[src/common/isl_defs.svh]
// Purpose: constants of the interrupt source logic
// Assumes: included by its bare name
// Notes:   edge codes, vector map, group membership
`ifndef ISL_DEFS_SVH
`define ISL_DEFS_SVH

// ------------------------------------------------------------
// edge select codes, two bits per external pin
// ------------------------------------------------------------
`define ISL_EDGE_OFF  2'h0
`define ISL_EDGE_RISE 2'h1
`define ISL_EDGE_FALL 2'h2
`define ISL_EDGE_BOTH 2'h3

// ------------------------------------------------------------
// vectors, index 0 has the highest priority
// ------------------------------------------------------------
`define ISL_NVEC      13
`define ISL_V_EXT0    4'h0
`define ISL_V_CMP0    4'h4
`define ISL_V_ADC     4'h6
`define ISL_V_GRP0    4'h7
`define ISL_VEC_BASE  12'h004
`define ISL_VEC_STEP  12'h004

// ------------------------------------------------------------
// grouped source flags and their group membership
// ------------------------------------------------------------
`define ISL_NSRC      20
`define ISL_NGRP      6
`define ISL_GRP0_MASK 20'h0000F
`define ISL_GRP1_MASK 20'h000F0
`define ISL_GRP2_MASK 20'h00300
`define ISL_GRP3_MASK 20'h1C000
`define ISL_GRP4_MASK 20'h03C00
`define ISL_GRP5_MASK 20'hE0000
`define ISL_SRC_LVD   14
`define ISL_SRC_EE    15
`define ISL_SRC_SIM   16
`define ISL_SRC_UART0 17

`endif

[src/common/isl_pkg.sv]
// Purpose: types of the interrupt source logic
// Assumes: isl_defs.svh holds the numbers
// Notes:   types only
package isl_pkg;
  typedef logic [1:0]  isl_edge_t;
  typedef logic [3:0]  isl_vidx_t;
  typedef logic [11:0] isl_vaddr_t;
  typedef logic [19:0] isl_src_t;
  typedef logic [12:0] isl_req_t;
endpackage

[src/hw/isl_irq.sv]
// Purpose: request flags, gating, priority and vector entry
// Assumes: core samples TAKE/VEC_ADDR and pushes its own PC
// Notes:   pins and comparator outputs are synchronised here
`timescale 1ns/1ps
`include "isl_defs.svh"

module isl_irq (
  input  wire logic              CLK,
  input  wire logic              RST,
  input  wire logic [3:0]        EXT_PIN,
  input  wire logic [3:0]        EXT_EN,
  input  wire logic [3:0]        EXT_PIN_SEL,
  input  wire logic [3:0]        EXT_DIR_IN,
  input  wire logic [3:0]        EXT_PULL_SEL,
  input  wire logic [7:0]        EXT_EDGE,
  input  wire logic [3:0]        EXT_CLR,
  input  wire logic [1:0]        CMP_OUT,
  input  wire logic [1:0]        CMP_EN,
  input  wire logic [1:0]        CMP_CLR,
  input  wire logic              ADC_DONE,
  input  wire logic              ADC_EN,
  input  wire logic              ADC_CLR,
  input  wire logic [13:0]       TM_EV,
  input  wire logic              LVD_EV,
  input  wire logic              EE_EV,
  input  wire logic [2:0]        SIM_EV,
  input  wire logic [17:0]       UART_EV,
  input  wire isl_pkg::isl_src_t SRC_EN,
  input  wire isl_pkg::isl_src_t SRC_CLR,
  input  wire logic [5:0]        GRP_EN,
  input  wire logic [5:0]        GRP_CLR,
  input  wire logic              GIE_SET,
  input  wire logic              GIE_CLR,
  input  wire logic              RETURN_FROM_IRQ_INSTR,
  input  wire logic              STACK_FULL,
  input  wire logic              CORE_READY,
  output logic                   GLOBAL_EN,
  output logic                   TAKE,
  output isl_pkg::isl_vaddr_t    VEC_ADDR,
  output logic [3:0]             EXT_FLAG,
  output logic [1:0]             CMP_FLAG,
  output logic                   ADC_FLAG,
  output logic [5:0]             GRP_FLAG,
  output isl_pkg::isl_src_t      SRC_FLAG,
  output logic [3:0]             PULL_EN,
  output logic                   WAKE
);
  import isl_pkg::*;

  // ------------------------------------------------------------
  // functions
  // ------------------------------------------------------------
  function automatic logic edge_hit(isl_edge_t sel, logic now,
                                    logic old);
    unique case (sel)
      `ISL_EDGE_OFF:  edge_hit = 1'b0;
      `ISL_EDGE_RISE: edge_hit = now & ~old;
      `ISL_EDGE_FALL: edge_hit = ~now & old;
      `ISL_EDGE_BOTH: edge_hit = now ^ old;
    endcase
  endfunction

  function automatic isl_src_t grp_mask(int g);
    case (g)
      0:       grp_mask = `ISL_GRP0_MASK;
      1:       grp_mask = `ISL_GRP1_MASK;
      2:       grp_mask = `ISL_GRP2_MASK;
      3:       grp_mask = `ISL_GRP3_MASK;
      4:       grp_mask = `ISL_GRP4_MASK;
      default: grp_mask = `ISL_GRP5_MASK;
    endcase
  endfunction

  // lowest index wins, so the order of the vectors is the priority
  function automatic isl_vidx_t pick(isl_req_t r);
    pick = 4'h0;
    for (int i = `ISL_NVEC - 1; i >= 0; i--) begin
      if (r[i]) begin
        pick = i[3:0];
      end
    end
  endfunction

  function automatic isl_vaddr_t vaddr(isl_vidx_t v);
    vaddr = `ISL_VEC_BASE + `ISL_VEC_STEP * {8'h00, v};
  endfunction

  // ------------------------------------------------------------
  // synchronisers: stage 1 feeds stage 2 only
  // ------------------------------------------------------------
  logic [3:0] ext_s1;
  logic [3:0] ext_s2;
  logic [3:0] ext_s3;
  logic [1:0] cmp_s1;
  logic [1:0] cmp_s2;
  logic [1:0] cmp_s3;

  // no reset: the chain follows the pins through reset, so a pin that
  // idles high gives no false edge at release; reset must last three
  // cycles to fill it
  always_ff @(posedge CLK) begin
    ext_s1 <= EXT_PIN;
    ext_s2 <= ext_s1;
    ext_s3 <= ext_s2;
    cmp_s1 <= CMP_OUT;
    cmp_s2 <= cmp_s1;
    cmp_s3 <= cmp_s2;
  end

  // ------------------------------------------------------------
  // set events
  // ------------------------------------------------------------
  logic [3:0] ext_route;
  logic [3:0] ext_set;
  logic [1:0] cmp_set;
  logic [2:0] uart_set;
  isl_src_t   src_set;
  isl_src_t   src_rise;
  logic [5:0] grp_set;
  logic [5:0] grp_live;

  assign ext_route = EXT_EN & EXT_PIN_SEL & EXT_DIR_IN;
  assign cmp_set   = cmp_s2 ^ cmp_s3;

  for (genvar i = 0; i < 4; i++) begin : g_ext
    assign ext_set[i] = ext_route[i]
      & edge_hit(EXT_EDGE[2*i +: 2], ext_s2[i], ext_s3[i]);
  end

  // any of six conditions raises the flag; status stays in the UART
  for (genvar u = 0; u < 3; u++) begin : g_uart
    assign uart_set[u] = |UART_EV[6*u +: 6];
  end

  // timers fill bits 13..0 as period/compare pairs
  assign src_set = {uart_set, |SIM_EV, EE_EV, LVD_EV,
                    TM_EV};
  assign src_rise = src_set & ~SRC_FLAG;

  for (genvar g = 0; g < `ISL_NGRP; g++) begin : g_grp
    assign grp_set[g]  = |(src_rise & grp_mask(g));
    assign grp_live[g] = |(SRC_FLAG & SRC_EN & grp_mask(g));
  end

  // ------------------------------------------------------------
  // gating and priority
  // ------------------------------------------------------------
  isl_req_t   req;
  logic       take_ok;
  isl_vidx_t  win;
  isl_vaddr_t win_addr;
  isl_req_t   win_1h;

  assign req = {GRP_FLAG & GRP_EN & grp_live,
                ADC_FLAG & ADC_EN,
                CMP_FLAG & CMP_EN,
                EXT_FLAG & EXT_EN};
  // core must be at an instruction boundary to enter a vector
  assign take_ok  = GLOBAL_EN & ~STACK_FULL & CORE_READY
                    & (|req);
  assign win      = pick(req);
  assign win_addr = vaddr(win);
  assign win_1h   = take_ok ? isl_req_t'(1) << win : '0;

  // ------------------------------------------------------------
  // next state; a flag set always wins over any clear
  // ------------------------------------------------------------
  logic [3:0] next_ext;
  logic [1:0] next_cmp;
  logic       next_adc;
  logic [5:0] next_grp;
  isl_src_t   next_src;
  logic       next_ge;
  logic       next_wake;

  assign next_ext = (EXT_FLAG & ~(EXT_CLR | win_1h[3:0]))
                    | ext_set;
  assign next_cmp = (CMP_FLAG & ~(CMP_CLR | win_1h[5:4]))
                    | cmp_set;
  assign next_adc = (ADC_FLAG & ~(ADC_CLR | win_1h[6]))
                    | ADC_DONE;
  assign next_grp = (GRP_FLAG & ~(GRP_CLR | win_1h[12:7]))
                    | grp_set;
  assign next_src = (SRC_FLAG & ~SRC_CLR) | src_set;

  // entry beats a same-cycle write, so nesting needs a later set
  assign next_ge = take_ok         ? 1'b0 :
                   (RETURN_FROM_IRQ_INSTR | GIE_SET) ? 1'b1 :
                   GIE_CLR          ? 1'b0 : GLOBAL_EN;

  assign next_wake = |({next_ext, next_cmp, next_adc, next_grp,
                        next_src}
                       & ~{EXT_FLAG, CMP_FLAG, ADC_FLAG, GRP_FLAG,
                           SRC_FLAG});

  always_ff @(posedge CLK) begin
    if (RST) begin
      EXT_FLAG  <= 4'h0;
      CMP_FLAG  <= 2'h0;
      ADC_FLAG  <= 1'b0;
      GRP_FLAG  <= 6'h00;
      SRC_FLAG  <= 20'h00000;
      GLOBAL_EN <= 1'b0;
      TAKE      <= 1'b0;
      VEC_ADDR  <= 12'h000;
      PULL_EN   <= 4'h0;
      WAKE      <= 1'b0;
    end else begin
      EXT_FLAG  <= next_ext;
      CMP_FLAG  <= next_cmp;
      ADC_FLAG  <= next_adc;
      GRP_FLAG  <= next_grp;
      SRC_FLAG  <= next_src;
      GLOBAL_EN <= next_ge;
      TAKE      <= take_ok;
      if (take_ok) begin
        VEC_ADDR <= win_addr;
      end
      PULL_EN   <= EXT_PULL_SEL;
      WAKE      <= next_wake;
    end
  end
endmodule

[config.mk]
export PLATFORM = sky130hd
export DESIGN_NAME = isl_irq
export DESIGN_NICKNAME = d
export VERILOG_FILES = /design/src/common/isl_pkg.sv /design/src/hw/isl_irq.sv
export VERILOG_INCLUDE_DIRS = /design/src /design/src/common
export SDC_FILE = /design/constraint.sdc
export NUM_CORES = 1
export LEC_CHECK = 0
export BUFFER_PORTS_ARGS = -buffer_cell sky130_fd_sc_hd__buf_2
export CAP_MARGIN = 0
export CORE_ASPECT_RATIO = 0.5
export CORE_MARGIN = 3
export CORE_UTILIZATION = 43
export CTS_CLUSTER_DIAMETER = 80
export DETAILED_ROUTE_END_ITERATION = 10
export GPL_TIMING_DRIVEN = 1
export PLACE_DENSITY = 0.81
export SLEW_MARGIN = 20
export SYNTH_ARGS = -nofsm -noshare
export SYNTH_HDL_FRONTEND = slang
export SYNTH_SLANG_ARGS = --single-unit
export TNS_END_PERCENT = 1
[constraint.sdc]
create_clock -name CLK -period 2.65 [get_ports CLK]
set_input_delay 0.53 -clock CLK [delete_from_list [all_inputs] [get_ports CLK]]
set_output_delay 0.53 -clock CLK [all_outputs]
set_load 0.1 [all_outputs]
-- After elaboration in Yosys (flattened, before gate mapping)
Index checks and enable logic that the tools add are counted.
- flip-flop bits (word level): 70
- input port bits: 137
- output and inout port bits: 52
- word-level logic and storage cells: 135
- add/subtract/negate cells: 1
- eq/ne operators: 12
- shift-type cells: 1
- multiplexer cells: 20
- bitwise gates (word level): 61
- reductions and logical operators: 24
- operator list (kind ; count):
    20-bit bitwise AND ; 3
    4-bit 2-to-1 mux ; 13
    20-bit NOT ; 2
    33-bit bitwise AND ; 1
    33-bit NOT ; 1
    33-bit OR reduction ; 1
    4-bit OR reduction ; 6
    20-bit bitwise OR ; 1
    6-bit bitwise AND ; 3
    6-bit OR reduction ; 3
    1-bit bitwise AND ; 17
    4-bit bitwise AND ; 4
    2-bit == test (second input constant) ; 8
    1-bit case mux with 4 select lines ; 4
    3-bit OR reduction ; 5
    13-bit 2-to-1 mux ; 1
    13-bit OR reduction ; 1
    1-bit by 4-bit left shift with 13-bit output (first input constant) ; 1
    6-bit bitwise OR ; 2
    1-bit NOT ; 10
    2-bit by 1-bit == test with 1-bit output (second input constant) ; 4
    2-bit zero test ; 4
    4-bit bitwise OR ; 2
    3-bit by 6-bit adder with 7-bit output (first input constant) ; 1
    other kinds (11) ; 21

-- Longest topological paths before layout
Gate-level depths: netlist of run 1.
- word-level depth: 24
- mapped depth: 12
- gate-level depth less buffers: 12

-- Worst setup path after synthesis of run 1
No wires, ideal clock.
- path type: flip-flop to flip-flop
- from: register SRC_FLAG[2]
- to: register GRP_FLAG[0]
- library setup time: 0.128 ns
- data arrival time: 2.571 ns
- required time: 2.522 ns
- setup slack: -0.048 ns
- stages on the path, launching flop included: 13
- path buffers: 0
- clock period less this slack: 2.698 ns
- path through: dfxtp_1 a22oi_1 a21oi_1 o2111ai_1 o21bai_4 inv_2 nor2_1 ha_1 inv_1 nor2_1 o21ai_0 a31oi_1 nor2_1
- longest elaborated chain between the ends: 17
- elaborated cells on any way between the ends: 22
- RTL lines (item ; RTL line ; source):
    from (decl) ; isl_irq.sv:44 ; output isl_pkg::isl_src_t SRC_FLAG,
    from (signal assigned) ; isl_irq.sv:213 ; SRC_FLAG <= next_src;
    20-bit bitwise AND ; -- ;
    4-bit OR reduction ; isl_irq.sv:142 ; assign grp_live[g] = |(SRC_FLAG & SRC_EN & grp_mask(g));
    6-bit bitwise AND ; isl_irq.sv:154 ; assign req = {GRP_FLAG & GRP_EN & grp_live,
    4-bit 2-to-1 mux (8 in series) ; isl_irq.sv:78 ; if (r[i]) begin
    1-bit by 4-bit left shift with 13-bit output ; isl_irq.sv:163 ; assign win_1h = take_ok ? isl_req_t'(1) << win : '0;
    13-bit 2-to-1 mux ; isl_irq.sv:163 ;
    6-bit bitwise OR ; isl_irq.sv:182 ; assign next_grp = (GRP_FLAG & ~(GRP_CLR | win_1h[12:7]))
    6-bit NOT ; isl_irq.sv:182 ;
    6-bit bitwise AND ; isl_irq.sv:182 ;
    6-bit bitwise OR * ; isl_irq.sv:183 ; | grp_set;
    to (signal assigned) ; isl_irq.sv:212 ; GRP_FLAG <= next_grp;
    to (decl) ; isl_irq.sv:43 ; output logic [5:0] GRP_FLAG,
Every way passes the cells marked *; elsewhere a longest branch is shown, timed or not.
A chain may end at the register's enable or synchronous reset.

-- Worst setup path in the final report of run 1
- from: register SRC_FLAG[14]
- to: register GRP_FLAG[0]
- longest elaborated chain between the ends: 20
- elaborated cells on any way between the ends: 22
- RTL lines (item ; RTL line):
    20-bit bitwise AND * ; --
    3-bit OR reduction * ; isl_irq.sv:142
    6-bit bitwise AND * ; isl_irq.sv:154
    4-bit 2-to-1 mux (11 in series) ; isl_irq.sv:78
    1-bit by 4-bit left shift with 13-bit output ; isl_irq.sv:163
    13-bit 2-to-1 mux * ; isl_irq.sv:163
    6-bit bitwise OR * ; isl_irq.sv:182
    6-bit NOT * ; isl_irq.sv:182
    6-bit bitwise AND * ; isl_irq.sv:182
    6-bit bitwise OR * ; isl_irq.sv:183
Marked as above.

==> results of run 1 <==
==> critical path, cell delays in order (launching register included) <==
cell,delay (ns)
dfxtp_1,0.33
a222oi_1,0.37
buf_4,0.19
o221ai_1,0.12
and3b_4,0.21
o21bai_4,0.15
inv_2,0.07
nor2_1,0.11
ha_1,0.14
inv_1,0.04
nor2_1,0.08
o21ai_0,0.10
a31oi_1,0.18
nor2_1,0.05
==> registers in the layout, summed over array words and instances (netlist names) <==
| signal | cells |
|---|---|
| ADC_FLAG | 1 |
| PULL_EN | 4 |
| GRP_FLAG | 6 |
| TAKE | 1 |
| ext_s2 | 4 |
| GLOBAL_EN | 1 |
| VEC_ADDR | 5 |
| ext_s1 | 4 |
| WAKE | 1 |
| cmp_s1 | 2 |
| EXT_FLAG | 4 |
| cmp_s3 | 2 |
| cmp_s2 | 2 |
| ext_s3 | 4 |
| SRC_FLAG | 20 |
| CMP_FLAG | 2 |
==> stage by stage <==
| step | utilization (%) | hold WS (ns) | power (W) |
|---|---|---|---|
| after detailed placement | 62.35 | 0.3132 | 0.001785 |
| after global placement | 62.35 | 0.3112 | 0.001776 |
| final | 67.00 | 0.3074 | 0.002913 |
| after global routing | 67.00 | 0.2953 | 0.003037 |
| after floorplan | - | 0.3096 | 0.001590 |
| after CTS | 67.00 | 0.2983 | 0.002941 |
==> cell usage after synthesis (3+ instances only) <==
cell | number | area share [%]
a211oi_1 | 4 | 1.0
a21oi_1 | 33 | 5.5
a22o_1 | 5 | 1.5
a22oi_1 | 8 | 2.0
a31oi_1 | 3 | 0.62
buf_4 | 7 | 1.7
clkbuf_1 | 5 | 0.62
dfxtp_1 | 63 | 42
ha_1 | 12 | 5.0
inv_1 | 53 | 6.6
mux2i_1 | 5 | 1.7
nand2_1 | 19 | 2.4
nand2b_1 | 13 | 2.7
nand3_1 | 12 | 2.0
nand3b_1 | 7 | 1.7
nor2_1 | 31 | 3.9
nor2b_1 | 7 | 1.5
nor3_1 | 3 | 0.50
o21ai_0 | 6 | 1.0
o21ai_1 | 3 | 0.50
or4_1 | 3 | 0.75
==> routing by layer <==
metal  track usage, %  vias up
li1                 -     1578
met3            6.494        9
met1            24.33     1452
met5                0        -
met2            36.69      111
met4            6.421        2
==> cell type report <==
| cell class | instances | area [sq um] |
|---|---|---|
| fill | 504 | 2122 |
| multi-input combinational | 226 | 1505 |
| sequential | 63 | 1264 |
| timing repair buffer | 184 | 928.4 |
| clock buffer | 9 | 225.2 |
| inverter | 54 | 202.7 |
| tap | 88 | 110.1 |
| clock inverter | 7 | 73.82 |
==> where the power goes <==
| part | switching, W | internal (W) |
|---|---|---|
| logic | 0.000523 | 0.000200 |
| registers | 0.0000414 | 0.00100 |
| clock network | 0.000418 | 0.000726 |
| total | 0.000982 | 0.00193 |
==> cell families after synthesis <==
family | Yosys count | share of synthesized area (%)
and+or+nand+nor | 110 | 19.65
AOI/OAI and AO/OA | 90 | 22.14
buffers and inverters | 66 | 9.080
DFF | 63 | 41.79
adders and majority gates | 12 | 4.975
muxes | 5 | 1.658
xor gates and xnor gates | 2 | 0.5805
other | 1 | 0.1243
==> final timing paths <==
check	endpoint	depth (start not counted)	startpoint
max	GRP_FLAG[0]	13	SRC_FLAG[14]
min	ext_s1[2]	1	EXT_PIN[2]
max reg2reg	GRP_FLAG[0]	13	SRC_FLAG[14]
min reg2reg	ext_s2[2]	0	ext_s1[2]
==> summary.txt, run 1 <==
STA
  – Slew HR: 62.65%
  – RSZ-0062 raised after global routing: false
  – Finish-stage setup viols: 0
  – Minimum clock period: between 2 and 2.5 ns
  – Final worst slack: 0.4099 ns
  – Setup TNS: 0 ns
  – Slew @ Worst Pin: about 0.56 ns
  – Max Clock Skew: a little over 0.006 ns
  – Slew Viols, Final: 0
  – Fin crit share: a little over four fifths
  – Hold Vio Cnt, Final: 0
  – Fmax: 0.4464 GHz

Route
  – Detailed-router iteration count before antenna repair: 4
  – Via-per-instance ratio: between 4 and 5
  – DRC Markers: 0
  – Wire per inst: approximately 14 um
  – Antenna Nets Post-Route: 0
  – Met3 WL: roughly 670 um
  – Met2 routed WL: approximately 4100 um
  – WL final: approximately 8500 um
  – Top sig layer: met5
  – Vias: 3152
  – Initial DRC count: 164
  – Wire length on met1: about 3700 um

Flow run
  – Number of max-cap violations: 0

Outcome
  – Status: completed

Cells and area
  – Count of non-filler cells in the finished layout: approximately 630
  – Most common cell after layout, fill and taps aside: buf_2
  – NumNets Final: 687
  – Fraction of final layout cells sized beyond drive strength 1: between 40% and 50%
  – Ant diodes: 0
  – Commonest cells after routing, fill and taps aside: buf_2 (181), dfxtp_1 (61), inv_1 (53), a21oi_1 (33), nor2_1 (31)
  – Area grow syn2layout: 42.79%
  – Final instance area: around 4300 sq um

CTS
  – Clk pin slew, worst setup/hold paths: 0.05 ns
  – H-tree depth: 3
  – Inserted Clock Buffers: 9
  – CTS tree: done
  – Latest clock arrival within the worst-skew pair: 0.32 ns
  – Root Driver: clkbuf_16
  – Cts hold-fix bufs: 0
  – Post-cts gate resize count: 0
  – Clock sinks: 63
  – Clock Path Buffers: 2
  – Setup bufs post-CTS: 0

Global route
  – First-pass GRT wire length: between 10000 and 15000 um
  – Antenna violations before repair: 1
  – Grt ovf: 0
  – Total Routing Usage GR: 20.69%
  – Vias in the first global route: just under 3000
  – Largest net degree at the start of global routing: 29

Logic synthesis
  – Synth cell types: between 50 and 60
  – Post-synth EDFFs: 0
  – Post-Syn Area: between 3000 and 4000 sq um
  – Post-Syn Instances: between 300 and 400
  – Yosys warns: 0
  – Synth Register Bits: 63
  – Post-synthesis sequential area ratio: between 40% and 50%
  – Post-synth top flop: dfxtp_1
  – Post-synth ARST share: 0%
  – Mapped Avg Cell Area: 8.647 sq um

Floorplan
  – Core box area: approximately 6400 sq um
  – # IOs: 189
  – Starting Density: between 40% and 50%
  – DIE HEIGHT: 65.24 um
  – Site Rows: 20
  – Chip Width: between 100 and 150 um
  – Die ar.: a little over 8000 sq um

Placement
  – Port Buffers: roughly 180
  – Worst slack at placement: about 0.16 ns
  – Final RePlAce weighted congestion: about 0.88
  – Placed cell count: between 600 and 700
  – HPWL after DPL: ~7100 um
  – DP Area: around 4000 sq um

Setup path
  – Type of origin of the critical path: flop
  – Setup crit end kind: flop
  – Arrival @ worst endpoint: between 2 and 2.5 ns
  – R2R setup slack: ~0.41 ns
  – Worst path required time: about 2.9 ns
  – Max Fanout on Critical Path: 4
  – Crit Path Class: reg -> reg

Power
  – Cell Pwr Density: 675.9 nW/um^2
  – Worst VDD drop: 386.7 uV
  – LEAKAGE: 2.158 nW

Worst hold path
  – Hold crit path type: in -> reg
No activity file was read; power rests on OpenSTA's default activity.
==> inputs of run 2 (changes only) <==
Settings changed: ABC_AREA from default to 1, CORE_UTILIZATION 43 to 39, PLACE_DENSITY 0.81 to 0.77.
Clock period 2.65 ns to 1.82 ns, I/O delays scaled along.
==> run 2 against run 1 <==
  * The run now ends with setup timing left
  * Non-clock buffer count increased by 29
  * Clock-buffer cell count increased by 2
  * Combinational power rose by 69%
  * Sequential share of layout area fell by 0.49 points
  * Area after synthesis fell by 0.91%
  * Worst hold slack got worse by 0.17 ns
  * Synthesized cell count increased by 14%
  * Die area grew 8.6%
  * Clock skew is 0.0011 ns lower
  * Clock power up 43%
  * Power rose by 50%
  * Largest cell class unchanged
  * Largest power group unchanged
==> summary.txt, run 2 <==
Outcome
  – Status: finished, violations left
  – Failing checks: setup timing

Logic synthesis
  – Synth Register Bits: 63 (unchanged)
  – Most common cell in the netlist: nand2_1
  – Post-synth top flop: dfxtp_1
  – Synth cell types: 44 (-24%)
  – Top-area cell type share of the netlist area: 42.18% (+0.38 points)
  – Yosys warns: 0 (unchanged)
  – Synth top area cells: dfxtp_1 (42%), nand2_1 (9.8%), inv_1 (8.0%)
  – Post-synth ARST share: 0% (unchanged)
  – Synth cell count leaders: nand2_1 (78), inv_1 (64), dfxtp_1 (63)
  – Mapped Avg Cell Area: 7.495 sq um (-13%)
  – Post-Syn Instances: 399 (+14%)
  – Post-Syn Area: 2990 sq um (-0.91%)
  – Synth area leader: dfxtp_1
  – Post-synth EDFFs: 0 (unchanged)
  – Post-synthesis sequential area ratio: 42.18% (+0.38 points)

Cells and area
  – Max reg flops: 20 (unchanged)
  – Commonest cells after routing, fill and taps aside: buf_2 (181), nand2_1 (73), inv_1 (61), nor2_1 (52)
  – Final instance area: 4708 sq um (+9.3%)
  – Fill cells: 587 (+16%)
  – Ant diodes: 0 (unchanged)
  – Fraction of final layout cells sized beyond drive strength 1: 50.24% (+10 points)
  – Largest regs: SRC_FLAG: 20 flops, GRP_FLAG: 6 flops, VEC_ADDR: 5 flops
  – NumNets Final: 767 (+12%)
  – Most common cell after layout, fill and taps aside: buf_2
  – Most flop-heavy register: SRC_FLAG
  – Area grow syn2layout: 57.45%

Setup path
  – Buffers and inverters on the worst path: 2 (-1)
  – Max stage delay on crit path: 0.34 ns (-0.03 ns)
  – Slowest stage cell, crit path: dfxtp_4
  – Setup crit end kind: flop
  – Max Fanout on Critical Path: 3 (-1)
  – Type of origin of the critical path: flop
  – Arrival @ worst endpoint: 2.23 ns (-0.22 ns)
  – Worst path required time: 2.01 ns (-0.85 ns)
  – Crit Path Class: reg -> reg
  – Worst path top cell family by delay: compound AO/OA/AOI/OAI gates
  – CP cell instances: a22o_1 -> o21bai_2 -> nand2_2 -> buf_6 -> nor2_4 -> a21oi_4 -> buf_6 -> nor3_4 -> a21oi_2 -> a21oi_2 -> nor2_1

CTS
  – Latest clock arrival within the worst-skew pair: 0.33 ns (about the same)
  – H-tree depth: 3 (unchanged)
  – Inserted Clock Buffers: 9 (unchanged)
  – CTS tree: done
  – Clk pin slew, worst setup/hold paths: 0.05 ns (about the same)
  – Clock sinks: 63 (unchanged)
  – Root Driver: clkbuf_16
  – Cts hold-fix bufs: 0 (unchanged)
  – Clock Path Buffers: 2 (unchanged)

Flow run
  – Number of max-cap violations: 0 (unchanged)

STA
  – Hold Vio Cnt, Final: 0 (unchanged)
  – Setup TNS: -2.105 ns (-2.105 ns)
  – Minimum clock period: 2.037 ns (-0.2035 ns)
  – Fmax: 0.4910 GHz (+10%)
  – Slew Viols, Final: 0 (unchanged)
  – Worst hold slack: 0.1372 ns (-0.1702 ns)
  – Finish-stage setup viols: 18 (+18)
  – Max Clock Skew: 0.005028 ns (-0.001072 ns)
  – Final worst slack: -0.2167 ns (-0.6265 ns)
  – Fin crit share: 111.9% (+27 points)
  – RSZ-0062 raised after global routing: true

Floorplan
  – DIE HEIGHT: 67.92 um (+4.1%)
  – Starting Density: 42.47% (-4.5 points)
  – Core box area: 7042 sq um (+9.5%)
  – # IOs: 189 (unchanged)
  – Site Rows: 21 (+5.0%)
  – Die ar.: 8818 sq um (+8.6%)
  – Chip Width: 129.8 um (+4.3%)

Placement
  – Final RePlAce weighted congestion: 0.8963 (+2.0%)
  – DP Area: 4275 sq um (+6.6%)
  – Worst slack at placement: -0.3611 ns (-0.5175 ns)
  – Port Buffers: 181 (unchanged)
  – HPWL after DPL: 7231 um (+1.5%)

Power
  – Worst VDD drop: 516.5 uV (+34%)
  – Clock Power Share: 37.5% (-1.8 points)
  – LEAKAGE: 2.544 nW (+18%)
  – Switch Pwr: 0.001497 W (+52%)
  – Sequential power share: 34.6% (-1.3 points)
  – Cell Pwr Density: 925.8 nW/um^2 (+37%)
  – Internal power: 0.002862 W (+48%)
  – Switching share of power: 34.35% (+0.62 points)
  – Total Power: 0.004359 W (+50%)
  – Combinational Power Share: 27.9% (+3.1 points)

Global route
  – Grt ovf: 0 (unchanged)
  – First-pass GRT wire length: 13460 um (-0.66%)
  – Total Routing Usage GR: 19.77% (-0.92 points)
  – Antenna violations before repair: 0 (-1)
  – Largest net degree at the start of global routing: 22 (-24%)
  – Vias in the first global route: 3069 (+4.5%)

Route
  – Via-per-instance ratio: 4.614 (-7.6%)
  – Initial DRC count: 101 (-38%)
  – Detailed-router iteration count before antenna repair: 4 (unchanged)
  – DRC Markers: 0 (unchanged)
  – WL final: 9179 um (+7.4%)
  – Vias: 3299 (+4.7%)
  – Wire per inst: 12.84 um (-5.2%)
  – Antenna Nets Post-Route: 0 (unchanged)

Worst hold path
  – Hold crit path type: in -> reg
[run 2: cell families after synthesis]
family	Yosys count	synth area share [%]
other cells	1	0.1254
buf+inv	78	10.84
flops	63	42.18
compound gates	68	14.90
simple gates	175	26.36
xor+xnor	2	0.5859
fa+ha+maj	12	5.021
[run 2: path summary, 6_finish.rpt]
path	from	end	slack [ns]	depth (start not counted)
min	EXT_PIN[1]	ext_s1[1]	0.14	1
max reg2reg	SRC_FLAG[2]	GRP_FLAG[3]	-0.22	11
min reg2reg	cmp_s1[1]	cmp_s2[1]	0.32	0
max	SRC_FLAG[2]	GRP_FLAG[3]	-0.22	11
[run 2: timing repair]
action	in CTS	in global routing
pin swaps	12	11
buffers inserted	2	2
resized for setup	9	19
setup endpoints to repair	16	20
[run 2: final cells by class]
type	instances	area, sq um	share of cell area [%]
timing repair buffer	213	1154	24.50
sequential	63	1358	28.83
inverter	67	259.0	5.501
multi-input combinational	264	1531	32.53
clock buffer	11	264.0	5.607
clock inverter	5	27.53	0.5846
tap	92	115.1	2.445
[run 2: through the flow]
| step | utilization, % | instances |
|---|---|---|
| floorplan | - | 405 |
| global placement | 60.71 | 695 |
| detailed placement | 60.71 | 695 |
| CTS | 65.65 | 713 |
| global route | 66.86 | 715 |
| finish | 66.86 | 715 |
[run 2: metal layers]
layer | wire length, um | vias up | GRT usage, %
met4 | 131 | 0 | 7.383
met5 | 0 | - | 0
met1 | 3871 | 1464 | 22.87
met3 | 522 | 14 | 6.080
met2 | 4654 | 107 | 35.13
li1 | - | 1714 | -
[run 2: power by group through the flow]
stage	clock (W)	sequential, W	combinational [W]
after global placement	0	0.00153	0.00113
final	0.00163	0.00151	0.00122
after detailed placement	0	0.00154	0.00114
after CTS	0.00166	0.00151	0.00118
after global routing	0.00174	0.00152	0.00130
after floorplan	0	0.00195	0.000373
